### src/logic/lirb_pkg.sv
// shared constants and types for the low i/o register bank
`default_nettype none
package lirb_pkg;

   // address space layout
   localparam logic [6:0] IO_TOP      = 7'h1f;
   localparam logic [6:0] DS_OFFSET   = 7'h20;
   localparam logic [6:0] DS_TOP      = 7'h3f;
   localparam int         NREG        = 32;
   localparam logic [7:0] RST_BYTE    = 8'h00;

   // register index within the bank
   localparam logic [4:0] A_PWR_RED   = 5'h00;
   localparam logic [4:0] A_AIN_DIS   = 5'h01;
   localparam logic [4:0] A_CONV_B    = 5'h03;
   localparam logic [4:0] A_RES_LOW   = 5'h04;
   localparam logic [4:0] A_RES_HIGH  = 5'h05;
   localparam logic [4:0] A_CONV_A    = 5'h06;
   localparam logic [4:0] A_CONV_MUX  = 5'h07;
   localparam logic [4:0] A_COMP      = 5'h08;
   localparam logic [4:0] A_T1_FLAGS  = 5'h0b;
   localparam logic [4:0] A_T1_MASK   = 5'h0c;
   localparam logic [4:0] A_USI_CTRL  = 5'h0d;
   localparam logic [4:0] A_USI_STAT  = 5'h0e;
   localparam logic [4:0] A_USI_DATA  = 5'h0f;
   localparam logic [4:0] A_USI_BUF   = 5'h10;
   localparam logic [4:0] A_PC_MASK   = 5'h12;
   localparam logic [4:0] A_SCRATCH0  = 5'h13;
   localparam logic [4:0] A_SCRATCH1  = 5'h14;
   localparam logic [4:0] A_SCRATCH2  = 5'h15;
   localparam logic [4:0] A_PORT_B_INPUT_PINS      = 5'h16;
   localparam logic [4:0] A_DIR_B     = 5'h17;
   localparam logic [4:0] A_OUT_B     = 5'h18;
   localparam logic [4:0] A_PORT_A_INPUT_PINS      = 5'h19;

   // field positions inside registers
   localparam int B_TOV1   = 0;
   localparam int B_OCF1A  = 1;
   localparam int B_OCF1B  = 2;
   localparam int B_ICF1   = 5;
   localparam int B_ACI    = 4;
   localparam int B_ACO    = 5;
   localparam int B_ADIF   = 4;
   localparam int B_USIDC  = 4;
   localparam int B_USIPF  = 5;
   localparam int B_USIOIF = 6;
   localparam int B_USISIF = 7;

   // sticky flag vector positions
   localparam int F_TOV1   = 0;
   localparam int F_OCF1A  = 1;
   localparam int F_OCF1B  = 2;
   localparam int F_ICF1   = 3;
   localparam int F_ACI    = 4;
   localparam int F_ADIF   = 5;
   localparam int F_USIPF  = 6;
   localparam int F_USIOIF = 7;
   localparam int F_USISIF = 8;
   localparam int NFLAG    = 9;

   // access kinds issued by the core
   typedef enum logic [2:0] {
      K_READ  = 3'b000,
      K_WRITE = 3'b001,
      K_SET   = 3'b010,
      K_CLEAR = 3'b011,
      K_TEST  = 3'b100
   } lirb_kind_t;

   typedef struct packed {
      logic       valid;
      lirb_kind_t kind;
      logic       data_space;
      logic [6:0] addr;
      logic [2:0] bit_sel;
      logic [7:0] wdata;
   } lirb_req_t;

   typedef struct packed {
      logic [7:0]       pin_a;
      logic [3:0]       pin_b;
      logic [7:0]       conv_low;
      logic [7:0]       conv_high;
      logic [7:0]       usi_buf;
      logic             comp_out;
      logic             usi_collision;
      logic [NFLAG-1:0] flag_set;
   } lirb_periph_in_t;

   typedef struct packed {
      logic [7:0]       power_red;
      logic [7:0]       ain_disable;
      logic [7:0]       conv_b;
      logic [7:0]       conv_a;
      logic [7:0]       conv_mux;
      logic [7:0]       comp_ctrl;
      logic [7:0]       t1_mask;
      logic [7:0]       usi_ctrl;
      logic [7:0]       usi_count;
      logic [7:0]       usi_data;
      logic [7:0]       pc_mask;
      logic [7:0]       dir_b;
      logic [7:0]       out_b;
      logic [NFLAG-1:0] flags;
   } lirb_ctrl_t;

   // bits that software may store per register; everything else is zero or live
   function automatic logic [7:0] rw_mask(input logic [4:0] idx);
      case (idx)
         A_PWR_RED:  rw_mask = 8'h0f;
         A_AIN_DIS:  rw_mask = 8'hff;
         A_CONV_B:   rw_mask = 8'hd7;
         A_CONV_A:   rw_mask = 8'hef;
         A_CONV_MUX: rw_mask = 8'hff;
         A_COMP:     rw_mask = 8'hcf;
         A_T1_MASK:  rw_mask = 8'h27;
         A_USI_CTRL: rw_mask = 8'hff;
         A_USI_STAT: rw_mask = 8'h0f;
         A_USI_DATA: rw_mask = 8'hff;
         A_PC_MASK:  rw_mask = 8'hff;
         A_SCRATCH0: rw_mask = 8'hff;
         A_SCRATCH1: rw_mask = 8'hff;
         A_SCRATCH2: rw_mask = 8'hff;
         A_DIR_B:    rw_mask = 8'h0f;
         A_OUT_B:    rw_mask = 8'h0f;
         default:    rw_mask = 8'h00;
      endcase
   endfunction : rw_mask

endpackage : lirb_pkg
`default_nettype wire

### src/logic/lirb_decode.sv
// address decode: i/o and data-space alias onto one bank index
`timescale 1ns/1ps
`default_nettype none
module lirb_decode (
   // request from the core
   input  wire lirb_pkg::lirb_req_t req,
   // decode results
   output logic [4:0]              io_idx,
   output logic                    in_bank,
   output logic                    bit_ok
);
   logic [6:0] io_addr;

   // data-space addresses sit 0x20 above the i/o address
   always_comb begin
      io_addr = req.data_space ? 7'(req.addr - lirb_pkg::DS_OFFSET) : req.addr;
      io_idx  = io_addr[4:0];
      if (req.data_space) begin
         in_bank = (req.addr >= lirb_pkg::DS_OFFSET) && (req.addr <= lirb_pkg::DS_TOP);
      end else begin
         in_bank = (req.addr <= lirb_pkg::IO_TOP);
      end
      // single-bit opcodes carry i/o addresses only
      bit_ok = in_bank && !req.data_space;
   end
endmodule : lirb_decode
`default_nettype wire

### src/logic/lirb_flags.sv
// sticky status flags, set by peripheral events, cleared by the core
`timescale 1ns/1ps
`default_nettype none
module lirb_flags (
   // clock and reset
   input  wire logic                       clk,
   input  wire logic                       rst_b,
   // events and clears
   input  wire logic [lirb_pkg::NFLAG-1:0] set_evt,
   input  wire logic [lirb_pkg::NFLAG-1:0] clr_req,
   // flag state
   output logic      [lirb_pkg::NFLAG-1:0] flags_r
);
   // one flop per flag; an event in the clearing cycle must not be lost
   for (genvar i = 0; i < lirb_pkg::NFLAG; i++) begin : g_flag
      always_ff @(posedge clk or negedge rst_b) begin
         if (!rst_b) begin
            flags_r[i] <= 1'b0;
         end else if (set_evt[i]) begin
            flags_r[i] <= 1'b1;
         end else if (clr_req[i]) begin
            flags_r[i] <= 1'b0;
         end
      end
   end

   chk_set_beats_clear: assert property (@(posedge clk) disable iff (!rst_b)
      set_evt[0] && clr_req[0] |=> flags_r[0])
      else $error("flag cleared although an event arrived");
endmodule : lirb_flags
`default_nettype wire

### src/logic/lirb_bank.sv
// low i/o register bank: byte, single-bit and test access for the core
`timescale 1ns/1ps
`default_nettype none
// Behaviour
// - any register at i/o address 0x00 to 0x1F can have one chosen bit set or cleared by a bit opcode.
// - in that range the state of one chosen bit is returned to the skip-if-set and skip-if-clear tests.
// - certain status flags clear when a one is written to them and keep their value when a zero is written.
// - a bit set or clear touches only the addressed bit and never clears other flags of the register.
// - bit set and clear act only on i/o addresses 0x00 to 0x1F; higher registers take whole bytes only.
module lirb_bank (
   // clock and reset
   input  wire logic                      clk,
   input  wire logic                      rst_b,
   // core access
   input  wire lirb_pkg::lirb_req_t       req,
   output logic [7:0]                     rd_data_r,
   output logic                           rd_valid_r,
   output logic                           test_bit_r,
   output logic                           test_valid_r,
   // peripheral side
   input  wire lirb_pkg::lirb_periph_in_t per_in,
   output lirb_pkg::lirb_ctrl_t           ctrl
);
   logic [4:0]                 dec_idx;
   logic                       in_bank;
   logic                       bit_ok;
   logic [7:0]                 mem_r [0:lirb_pkg::NREG-1];
   logic [lirb_pkg::NFLAG-1:0] flags_r;
   logic [lirb_pkg::NFLAG-1:0] flag_clr;
   logic [7:0]                 cur_byte;
   logic [7:0]                 bit_mask;
   logic [7:0]                 new_byte;
   logic [7:0]                 w1c_src;
   logic                       is_rd;
   logic                       is_wr;
   logic                       is_set;
   logic                       is_clr;
   logic                       is_test;
   logic                       wen;

   lirb_decode u_decode (
      .req     (req),
      .io_idx  (dec_idx),
      .in_bank (in_bank),
      .bit_ok  (bit_ok)
   );

   lirb_flags u_flags (
      .clk     (clk),
      .rst_b   (rst_b),
      .set_evt (per_in.flag_set),
      .clr_req (flag_clr),
      .flags_r (flags_r)
   );

   // read view of one register: stored bits merged with live inputs and flags
   function automatic logic [7:0] read_byte(input logic [4:0] i);
      logic [7:0] v;
      v = mem_r[i];
      case (i)
         lirb_pkg::A_PORT_A_INPUT_PINS:     v = per_in.pin_a;
         lirb_pkg::A_PORT_B_INPUT_PINS:     v = {4'h0, per_in.pin_b};
         lirb_pkg::A_RES_LOW:  v = per_in.conv_low;
         lirb_pkg::A_RES_HIGH: v = per_in.conv_high;
         lirb_pkg::A_USI_BUF:  v = per_in.usi_buf;
         lirb_pkg::A_T1_FLAGS: begin
            v                   = 8'h00;
            v[lirb_pkg::B_TOV1]  = flags_r[lirb_pkg::F_TOV1];
            v[lirb_pkg::B_OCF1A] = flags_r[lirb_pkg::F_OCF1A];
            v[lirb_pkg::B_OCF1B] = flags_r[lirb_pkg::F_OCF1B];
            v[lirb_pkg::B_ICF1]  = flags_r[lirb_pkg::F_ICF1];
         end
         lirb_pkg::A_COMP: begin
            v[lirb_pkg::B_ACO] = per_in.comp_out;
            v[lirb_pkg::B_ACI] = flags_r[lirb_pkg::F_ACI];
         end
         lirb_pkg::A_CONV_A: begin
            v[lirb_pkg::B_ADIF] = flags_r[lirb_pkg::F_ADIF];
         end
         lirb_pkg::A_USI_STAT: begin
            v[lirb_pkg::B_USIDC]  = per_in.usi_collision;
            v[lirb_pkg::B_USIPF]  = flags_r[lirb_pkg::F_USIPF];
            v[lirb_pkg::B_USIOIF] = flags_r[lirb_pkg::F_USIOIF];
            v[lirb_pkg::B_USISIF] = flags_r[lirb_pkg::F_USISIF];
         end
         default: v = mem_r[i];
      endcase
      return v;
   endfunction : read_byte

   // request kind decode
   always_comb begin
      is_rd   = req.valid && (req.kind == lirb_pkg::K_READ);
      is_wr   = req.valid && (req.kind == lirb_pkg::K_WRITE);
      is_set  = req.valid && (req.kind == lirb_pkg::K_SET);
      is_clr  = req.valid && (req.kind == lirb_pkg::K_CLEAR);
      is_test = req.valid && (req.kind == lirb_pkg::K_TEST);
   end

   // write data: a bit opcode is a read-modify-write of the current view
   always_comb begin
      cur_byte = read_byte(dec_idx);
      bit_mask = 8'(8'h01 << req.bit_sel);
      new_byte = req.wdata;
      w1c_src  = req.wdata;
      wen      = (is_wr && in_bank) || ((is_set || is_clr) && bit_ok);
      if (is_set) begin
         new_byte = cur_byte | bit_mask;
         w1c_src  = bit_mask;
      end else if (is_clr) begin
         new_byte = cur_byte & ~bit_mask;
         w1c_src  = 8'h00;
      end
   end

   always_comb begin
      flag_clr = '0;
      if (wen) begin
         case (dec_idx)
            lirb_pkg::A_T1_FLAGS: begin
               flag_clr[lirb_pkg::F_TOV1]  = w1c_src[lirb_pkg::B_TOV1];
               flag_clr[lirb_pkg::F_OCF1A] = w1c_src[lirb_pkg::B_OCF1A];
               flag_clr[lirb_pkg::F_OCF1B] = w1c_src[lirb_pkg::B_OCF1B];
               flag_clr[lirb_pkg::F_ICF1]  = w1c_src[lirb_pkg::B_ICF1];
            end
            lirb_pkg::A_COMP:   flag_clr[lirb_pkg::F_ACI]  = w1c_src[lirb_pkg::B_ACI];
            lirb_pkg::A_CONV_A: flag_clr[lirb_pkg::F_ADIF] = w1c_src[lirb_pkg::B_ADIF];
            lirb_pkg::A_USI_STAT: begin
               flag_clr[lirb_pkg::F_USIPF]  = w1c_src[lirb_pkg::B_USIPF];
               flag_clr[lirb_pkg::F_USIOIF] = w1c_src[lirb_pkg::B_USIOIF];
               flag_clr[lirb_pkg::F_USISIF] = w1c_src[lirb_pkg::B_USISIF];
            end
            default: flag_clr = '0;
         endcase
      end
   end

   // storage per entry; the mask drops reserved, read-only and flag bits,
   // so stray writes to reserved addresses are harmless
   for (genvar i = 0; i < lirb_pkg::NREG; i++) begin : g_reg
      always_ff @(posedge clk or negedge rst_b) begin
         if (!rst_b) begin
            mem_r[i] <= lirb_pkg::RST_BYTE;
         end else if (wen && (dec_idx == 5'(i))) begin
            mem_r[i] <= new_byte & lirb_pkg::rw_mask(5'(i));
         end
      end
   end

   always_ff @(posedge clk or negedge rst_b) begin
      if (!rst_b) begin
         rd_data_r  <= 8'h00;
         rd_valid_r <= 1'b0;
      end else begin
         rd_valid_r <= is_rd;
         // addresses outside the bank read as zero
         rd_data_r  <= (is_rd && in_bank) ? cur_byte : 8'h00;
      end
   end

   always_ff @(posedge clk or negedge rst_b) begin
      if (!rst_b) begin
         test_bit_r   <= 1'b0;
         test_valid_r <= 1'b0;
      end else begin
         test_valid_r <= is_test && bit_ok;
         test_bit_r   <= (is_test && bit_ok) ? cur_byte[req.bit_sel] : 1'b0;
      end
   end

   // control fields to peripherals, straight from the storage flops
   assign ctrl.power_red   = mem_r[lirb_pkg::A_PWR_RED];
   assign ctrl.ain_disable = mem_r[lirb_pkg::A_AIN_DIS];
   assign ctrl.conv_b      = mem_r[lirb_pkg::A_CONV_B];
   assign ctrl.conv_a      = mem_r[lirb_pkg::A_CONV_A];
   assign ctrl.conv_mux    = mem_r[lirb_pkg::A_CONV_MUX];
   assign ctrl.comp_ctrl   = mem_r[lirb_pkg::A_COMP];
   assign ctrl.t1_mask     = mem_r[lirb_pkg::A_T1_MASK];
   assign ctrl.usi_ctrl    = mem_r[lirb_pkg::A_USI_CTRL];
   assign ctrl.usi_count   = mem_r[lirb_pkg::A_USI_STAT];
   assign ctrl.usi_data    = mem_r[lirb_pkg::A_USI_DATA];
   assign ctrl.pc_mask     = mem_r[lirb_pkg::A_PC_MASK];
   assign ctrl.dir_b       = mem_r[lirb_pkg::A_DIR_B];
   assign ctrl.out_b       = mem_r[lirb_pkg::A_OUT_B];
   assign ctrl.flags       = flags_r;

   // helper state for checks: previous request's target and bit, whatever its kind, and that target's view now
   logic [4:0] chk_idx_r;
   logic [2:0] chk_bit_r;
   logic [7:0] chk_view;
   logic [7:0] cur_mask;
   logic [7:0] raw_view;
   always_ff @(posedge clk or negedge rst_b) begin
      if (!rst_b) begin
         chk_idx_r <= 5'h00;
         chk_bit_r <= 3'h0;
      end else begin
         chk_idx_r <= dec_idx;
         chk_bit_r <= req.bit_sel;
      end
   end
   assign chk_view = read_byte(chk_idx_r);
   // storable bits at the target, and a view indexed by the raw low address bits,
   // so the alias check does not lean on the decoder's own subtraction
   assign cur_mask = lirb_pkg::rw_mask(dec_idx);
   assign raw_view = read_byte(req.addr[4:0]);

   chk_bit_set_lands: assert property (@(posedge clk) disable iff (!rst_b)
      is_set && bit_ok && cur_mask[req.bit_sel] |=> chk_view[chk_bit_r])
      else $error("bit set did not store a one");

   chk_bit_clr_lands: assert property (@(posedge clk) disable iff (!rst_b)
      is_clr && bit_ok && cur_mask[req.bit_sel] |=> !chk_view[chk_bit_r])
      else $error("bit clear did not store a zero");

   chk_test_reports: assert property (@(posedge clk) disable iff (!rst_b)
      is_test && bit_ok |=> test_valid_r && (test_bit_r == $past(raw_view[req.bit_sel])))
      else $error("bit test answer wrong or missing");

   chk_w1c_clears: assert property (@(posedge clk) disable iff (!rst_b)
      is_wr && in_bank && (dec_idx == lirb_pkg::A_T1_FLAGS) && req.wdata[lirb_pkg::B_TOV1]
      && !per_in.flag_set[lirb_pkg::F_TOV1] |=> !flags_r[lirb_pkg::F_TOV1])
      else $error("flag not cleared by a written one");

   chk_w0_keeps: assert property (@(posedge clk) disable iff (!rst_b)
      is_wr && in_bank && (dec_idx == lirb_pkg::A_T1_FLAGS) && !req.wdata[lirb_pkg::B_TOV1]
      |=> flags_r[lirb_pkg::F_TOV1] == $past(flags_r[lirb_pkg::F_TOV1]))
      else $error("flag changed by a written zero");

   chk_bitop_one_flag: assert property (@(posedge clk) disable iff (!rst_b)
      (is_set || is_clr) |=> $onehot0($past(flags_r) & ~flags_r))
      else $error("bit op cleared more than one flag");

   chk_bitop_range: assert property (@(posedge clk) disable iff (!rst_b)
      (is_set || is_clr) && !bit_ok |-> !wen ##1
      ((flags_r & ~$past(flags_r)) == ($past(per_in.flag_set) & ~$past(flags_r))))
      else $error("bit op outside range took effect");

   chk_alias_read: assert property (@(posedge clk) disable iff (!rst_b)
      is_rd && req.data_space && in_bank |=> rd_valid_r && (rd_data_r == $past(raw_view)))
      else $error("data-space alias read differs");

   cov_set_on_flags: cover property (@(posedge clk) disable iff (!rst_b)
      is_set && bit_ok && (dec_idx == lirb_pkg::A_T1_FLAGS));
   cov_test_set: cover property (@(posedge clk) disable iff (!rst_b)
      is_test && bit_ok ##1 test_bit_r);
   cov_alias_write: cover property (@(posedge clk) disable iff (!rst_b)
      is_wr && req.data_space && in_bank);
endmodule : lirb_bank
`default_nettype wire

### config.mk
export PLATFORM = sky130hd
export DESIGN_NAME = lirb_bank
export DESIGN_NICKNAME = d
export VERILOG_FILES = /design/src/logic/lirb_pkg.sv /design/src/logic/lirb_decode.sv /design/src/logic/lirb_flags.sv /design/src/logic/lirb_bank.sv
export SDC_FILE = /design/constraint.sdc
export NUM_CORES = 1
export LEC_CHECK = 0
export BUFFER_PORTS_ARGS = -buffer_cell sky130_fd_sc_hd__buf_2
export CAP_MARGIN = 30
export CELL_PAD_IN_SITES_DETAIL_PLACEMENT = 0
export CELL_PAD_IN_SITES_GLOBAL_PLACEMENT = 1
export CORE_AREA = 2 2 133 135
export DETAILED_ROUTE_END_ITERATION = 8
export DIE_AREA = 0 0 135 137
export PLACE_DENSITY_LB_ADDON = 0.1
export SKIP_LAST_GASP = 1
export SYNTH_ARGS = -nofsm -noshare
export SYNTH_HDL_FRONTEND = slang
export SYNTH_SLANG_ARGS = --single-unit
### constraint.sdc
create_clock -name clk -period 5.3 [get_ports clk]
set_clock_uncertainty 0.15 [all_clocks]
set_input_delay 0.795 -clock clk [delete_from_list [all_inputs] [get_ports clk]]
set_output_delay 0.795 -clock clk [all_outputs]
set_load 0.05 [all_outputs]
==> summary.md <==
| Metric | Value |
|---|---|
| Status | `completed` |
| Cell taking the most area after synthesis | `dfrtp_1` |
| Count of final hold-check violations | `0` |
| Final Cycle Share | `73.6%` |
| Top cell by count, worst path | `buf_4` |
| Clk root buf | `clkbuf_16` |
| Total power | `2600 uW` |
| Asr flop ratio synth | `100%` |
| Initial antenna violation count | `0` |
| Placed cell areas | `0.00759 mm^2` |
| Longest Clk Path Bufs | `2` |
| Post-Route WL | `24.9 mm` |
| Die height | `137 um` |
| Power share of the combinational group | `16.1%` |
| Critical path type | `primary input to flop` |
| Quantity of I/O buffers inserted on ports | `170` |
| Row count | `48` |
| Critical path capture point type | `flop` |
| Initial Util | `42.4%` |
| Lkg Pwr | `0.00394 uW` |
| Antenna Nets Post-Route | `0` |
| Seq pwr share | `38.6%` |
| Post-Syn Area | `0.00723 mm^2` |
| Avg WL per Cell | `22.4 um` |
| Top_reg_cell synth | `dfrtp_1` |
| Post-synth top area share | `42.6%` |
| GRT Total Usage | `27.2%` |
| Die ar. | `0.0185 mm^2` |
| Buf+Inv Stages, Crit Path | `3` |
| Max FO, Critical Path | `33` |
| Gate Count Post-Synth | `792` |
| Clock network fraction of total power | `45.3%` |
| Power Density | `316 mW/mm^2` |
| Max-cap viol count | `0` |
| CP max-delay cell | `a2111oi_0` |
| HP Class | `flop to flop` |
| Unrepaired setup endpoints after global routing | `no` |
| Non-filler cells, final | `1112` |
| Placed cells | `1078` |
| Layout Nets | `946` |
| Final Wtd Congestion | `0.891` |
| CTS tree | `yes` |
| # IOs | `196` |
| Clock slew at reported path FFs | `60 ps` |
| DR pass1 iterations | `5` |
| Psw | `783 uW` |
| Area Overhead vs Synth | `13.6%` |
| Finished Cell Area | `0.00821 mm^2` |
| Met1 Resource Use GR | `37.1%` |
| Gr busiest metal | `met2` |
| P_int | `1810 uW` |
| DRC violations left | `0` |
| GR met2 Demand/Resource | `43.7%` |
| H-tree depth | `4` |
| Syn avg cell area | `9.13 um^2` |
| Die Wd | `135 um` |
| Vias in the first global route | `6103` |
| HPWL Detailed | `18.5 mm` |
| M3 GR Usage | `5.33%` |
| Slew of the pin with the lowest slew margin | `991 ps` |
| Register area share after synthesis | `42.6%` |
| Crit path time final | `3900 ps` |
| First-pass GRT wire length | `37.1 mm` |
| Post-synth EDFFs | `0` |
| Critical path, cell by cell | `buf_2 -> and4bb_1 -> a2111oi_0 -> buf_4 -> a221o_1 -> nand3b_1 -> a22oi_2 -> buf_4 -> a21oi_1` |
| Post-CTS Setup Repair Bufs | `0` |
| Distinct cells, synth | `73` |
| Diodes inserted | `0` |
| # clock sinks | `123` |
| Setup TNS | `0 ps` |
| Switching share of power | `30.2%` |
| Worst EP required | `5420 ps` |
| Synth Register Bits | `123` |
| Worst slew margin | `33.4%` |
| Slew Viols, Final | `0` |
| CP max stage delay | `800 ps` |
| Arr. time, crit path | `4020 ps` |
| Core box area | `0.0171 mm^2` |
| CTS buffer count | `17` |
| Util after Layout | `48.2%` |
| Max VDD drop | `0.227 mV` |
| Fmax | `256 MHz` |
| Initial DRC Count | `549` |
| Yosys warnings | `0` |
| CP Launch Type | `primary input` |
| Commonest non-fill, non-tap cell in the layout | `buf_2` |
| Setup violators final | `0` |
| DR vias/cell | `5.57` |
| Via count | `6196` |
| Gr ovfl total | `0` |
| Commonest non-fill, non-tap cells in the layout | `buf_2, dfrtp_1, nor2_1` |
| Layout cells sized above 1 | `29.5%` |
| Largest net degree at the start of global routing | `75` |
| Crit-path leading delay family | `compound AO/OA/AOI/OAI gates` |
| Top cells by area, synth | `dfrtp_1, buf_4, a21oi_1` |
| Clk Latency, worst-skew pair | `430 ps` |
## worst paths after layout
kind / start / end / slack [ps] / cells past startpoint
worst max-delay path: req[14] / ctrl[19] / 1400 / 9
worst min-delay path: ctrl[90] / ctrl[90] / 360 / 2
worst max register to register: ctrl[27] / ctrl[19] / 2160 / 9
worst min register to register: ctrl[90] / ctrl[90] / 360 / 2
max in group asynchronous: rst_b / mem_r[80] / 3190 / 4
min in group asynchronous: rst_b / ctrl[76] / 550 / 2
## synth_stat cells, types with 9 or more instances
master,count
mux2i_1,11
mux2_2,14
o21ai_0,43
buf_2,15
clkbuf_1,20
nand2_1,71
nor3_1,14
a22oi_1,13
buf_4,112
a32o_1,9
nand3_1,13
o21ai_1,21
dfrtp_1,123
nand2b_1,19
nor2_1,83
a21oi_1,69
## cell families (layout without fill, tap and decap cells)
logic type / Yosys count / in the layout / share of synthesized area (%)
and+or+nand+nor: 253 / 253 / 17.2
other: 1 / 25 / 0.0518
buffers and inverters: 160 / 231 / 15.0
DFF: 123 / 123 / 42.6
muxes: 29 / 29 / 4.64
AOI/OAI and AO/OA: 224 / 224 / 20.3
xor gates and xnor gates: 2 / 2 / 0.242
## repair_timing
action | 4_1_cts | 5_1_grt
gates resized for setup | 0 | 0
endpoints found under the hold margin | 0 | 2
hold buffers | 0 | 1
endpoints found under the setup margin | 0 | 0
## power groups by stage
stage          Clock [uW]  Sequential (uW)  Combinational, uW
2_1_floorplan           0             1010                324
6_report             1180             1000                418
5_1_grt              1230             1010                444
3_5_place_dp            0             1020                412
4_1_cts              1180             1000                414
3_3_place_gp            0             1020                405
## sequential cells by signal (all words and copies together), names as in the netlist
register / flops
rd_valid_r: 1
test_bit_r: 1
mem_r: 24
rd_data_r: 8
ctrl: 79
test_valid_r: 1
u_flags.flags_r: 9
## worst reg2reg max path, cell delays in order (launching register included)
cell,delay [ps]
dfrtp_1,400
or3b_2,190
a21boi_0,70
a2111oi_0,720
buf_4,250
a221o_1,210
nand3b_1,110
a22oi_2,480
buf_4,310
a21oi_1,90
## metal layers
layer	wire (um)	vias to the layer above
met4	512	0
met2	11800	240
met3	1640	35
li1	-	2854
met5	0	-
met1	10900	3067
## final cells by class
class | instances | area [um^2]
clock buffers | 22 | 474
clock inverters | 10 | 116
fillers | 1677 | 8840
inverters | 5 | 18.8
multi-input cells | 533 | 3160
flip-flops and latches | 123 | 3080
well taps | 225 | 282
repair buffers | 194 | 1080
## through the flow
step	setup WS, ps	hold slack [ps]
4_1_cts	1400	369
3_3_place_gp	797	339
6_report	1400	362
5_1_grt	1300	386
2_1_floorplan	2480	317
3_5_place_dp	1020	356
Power figures use the tool's default switching activity.
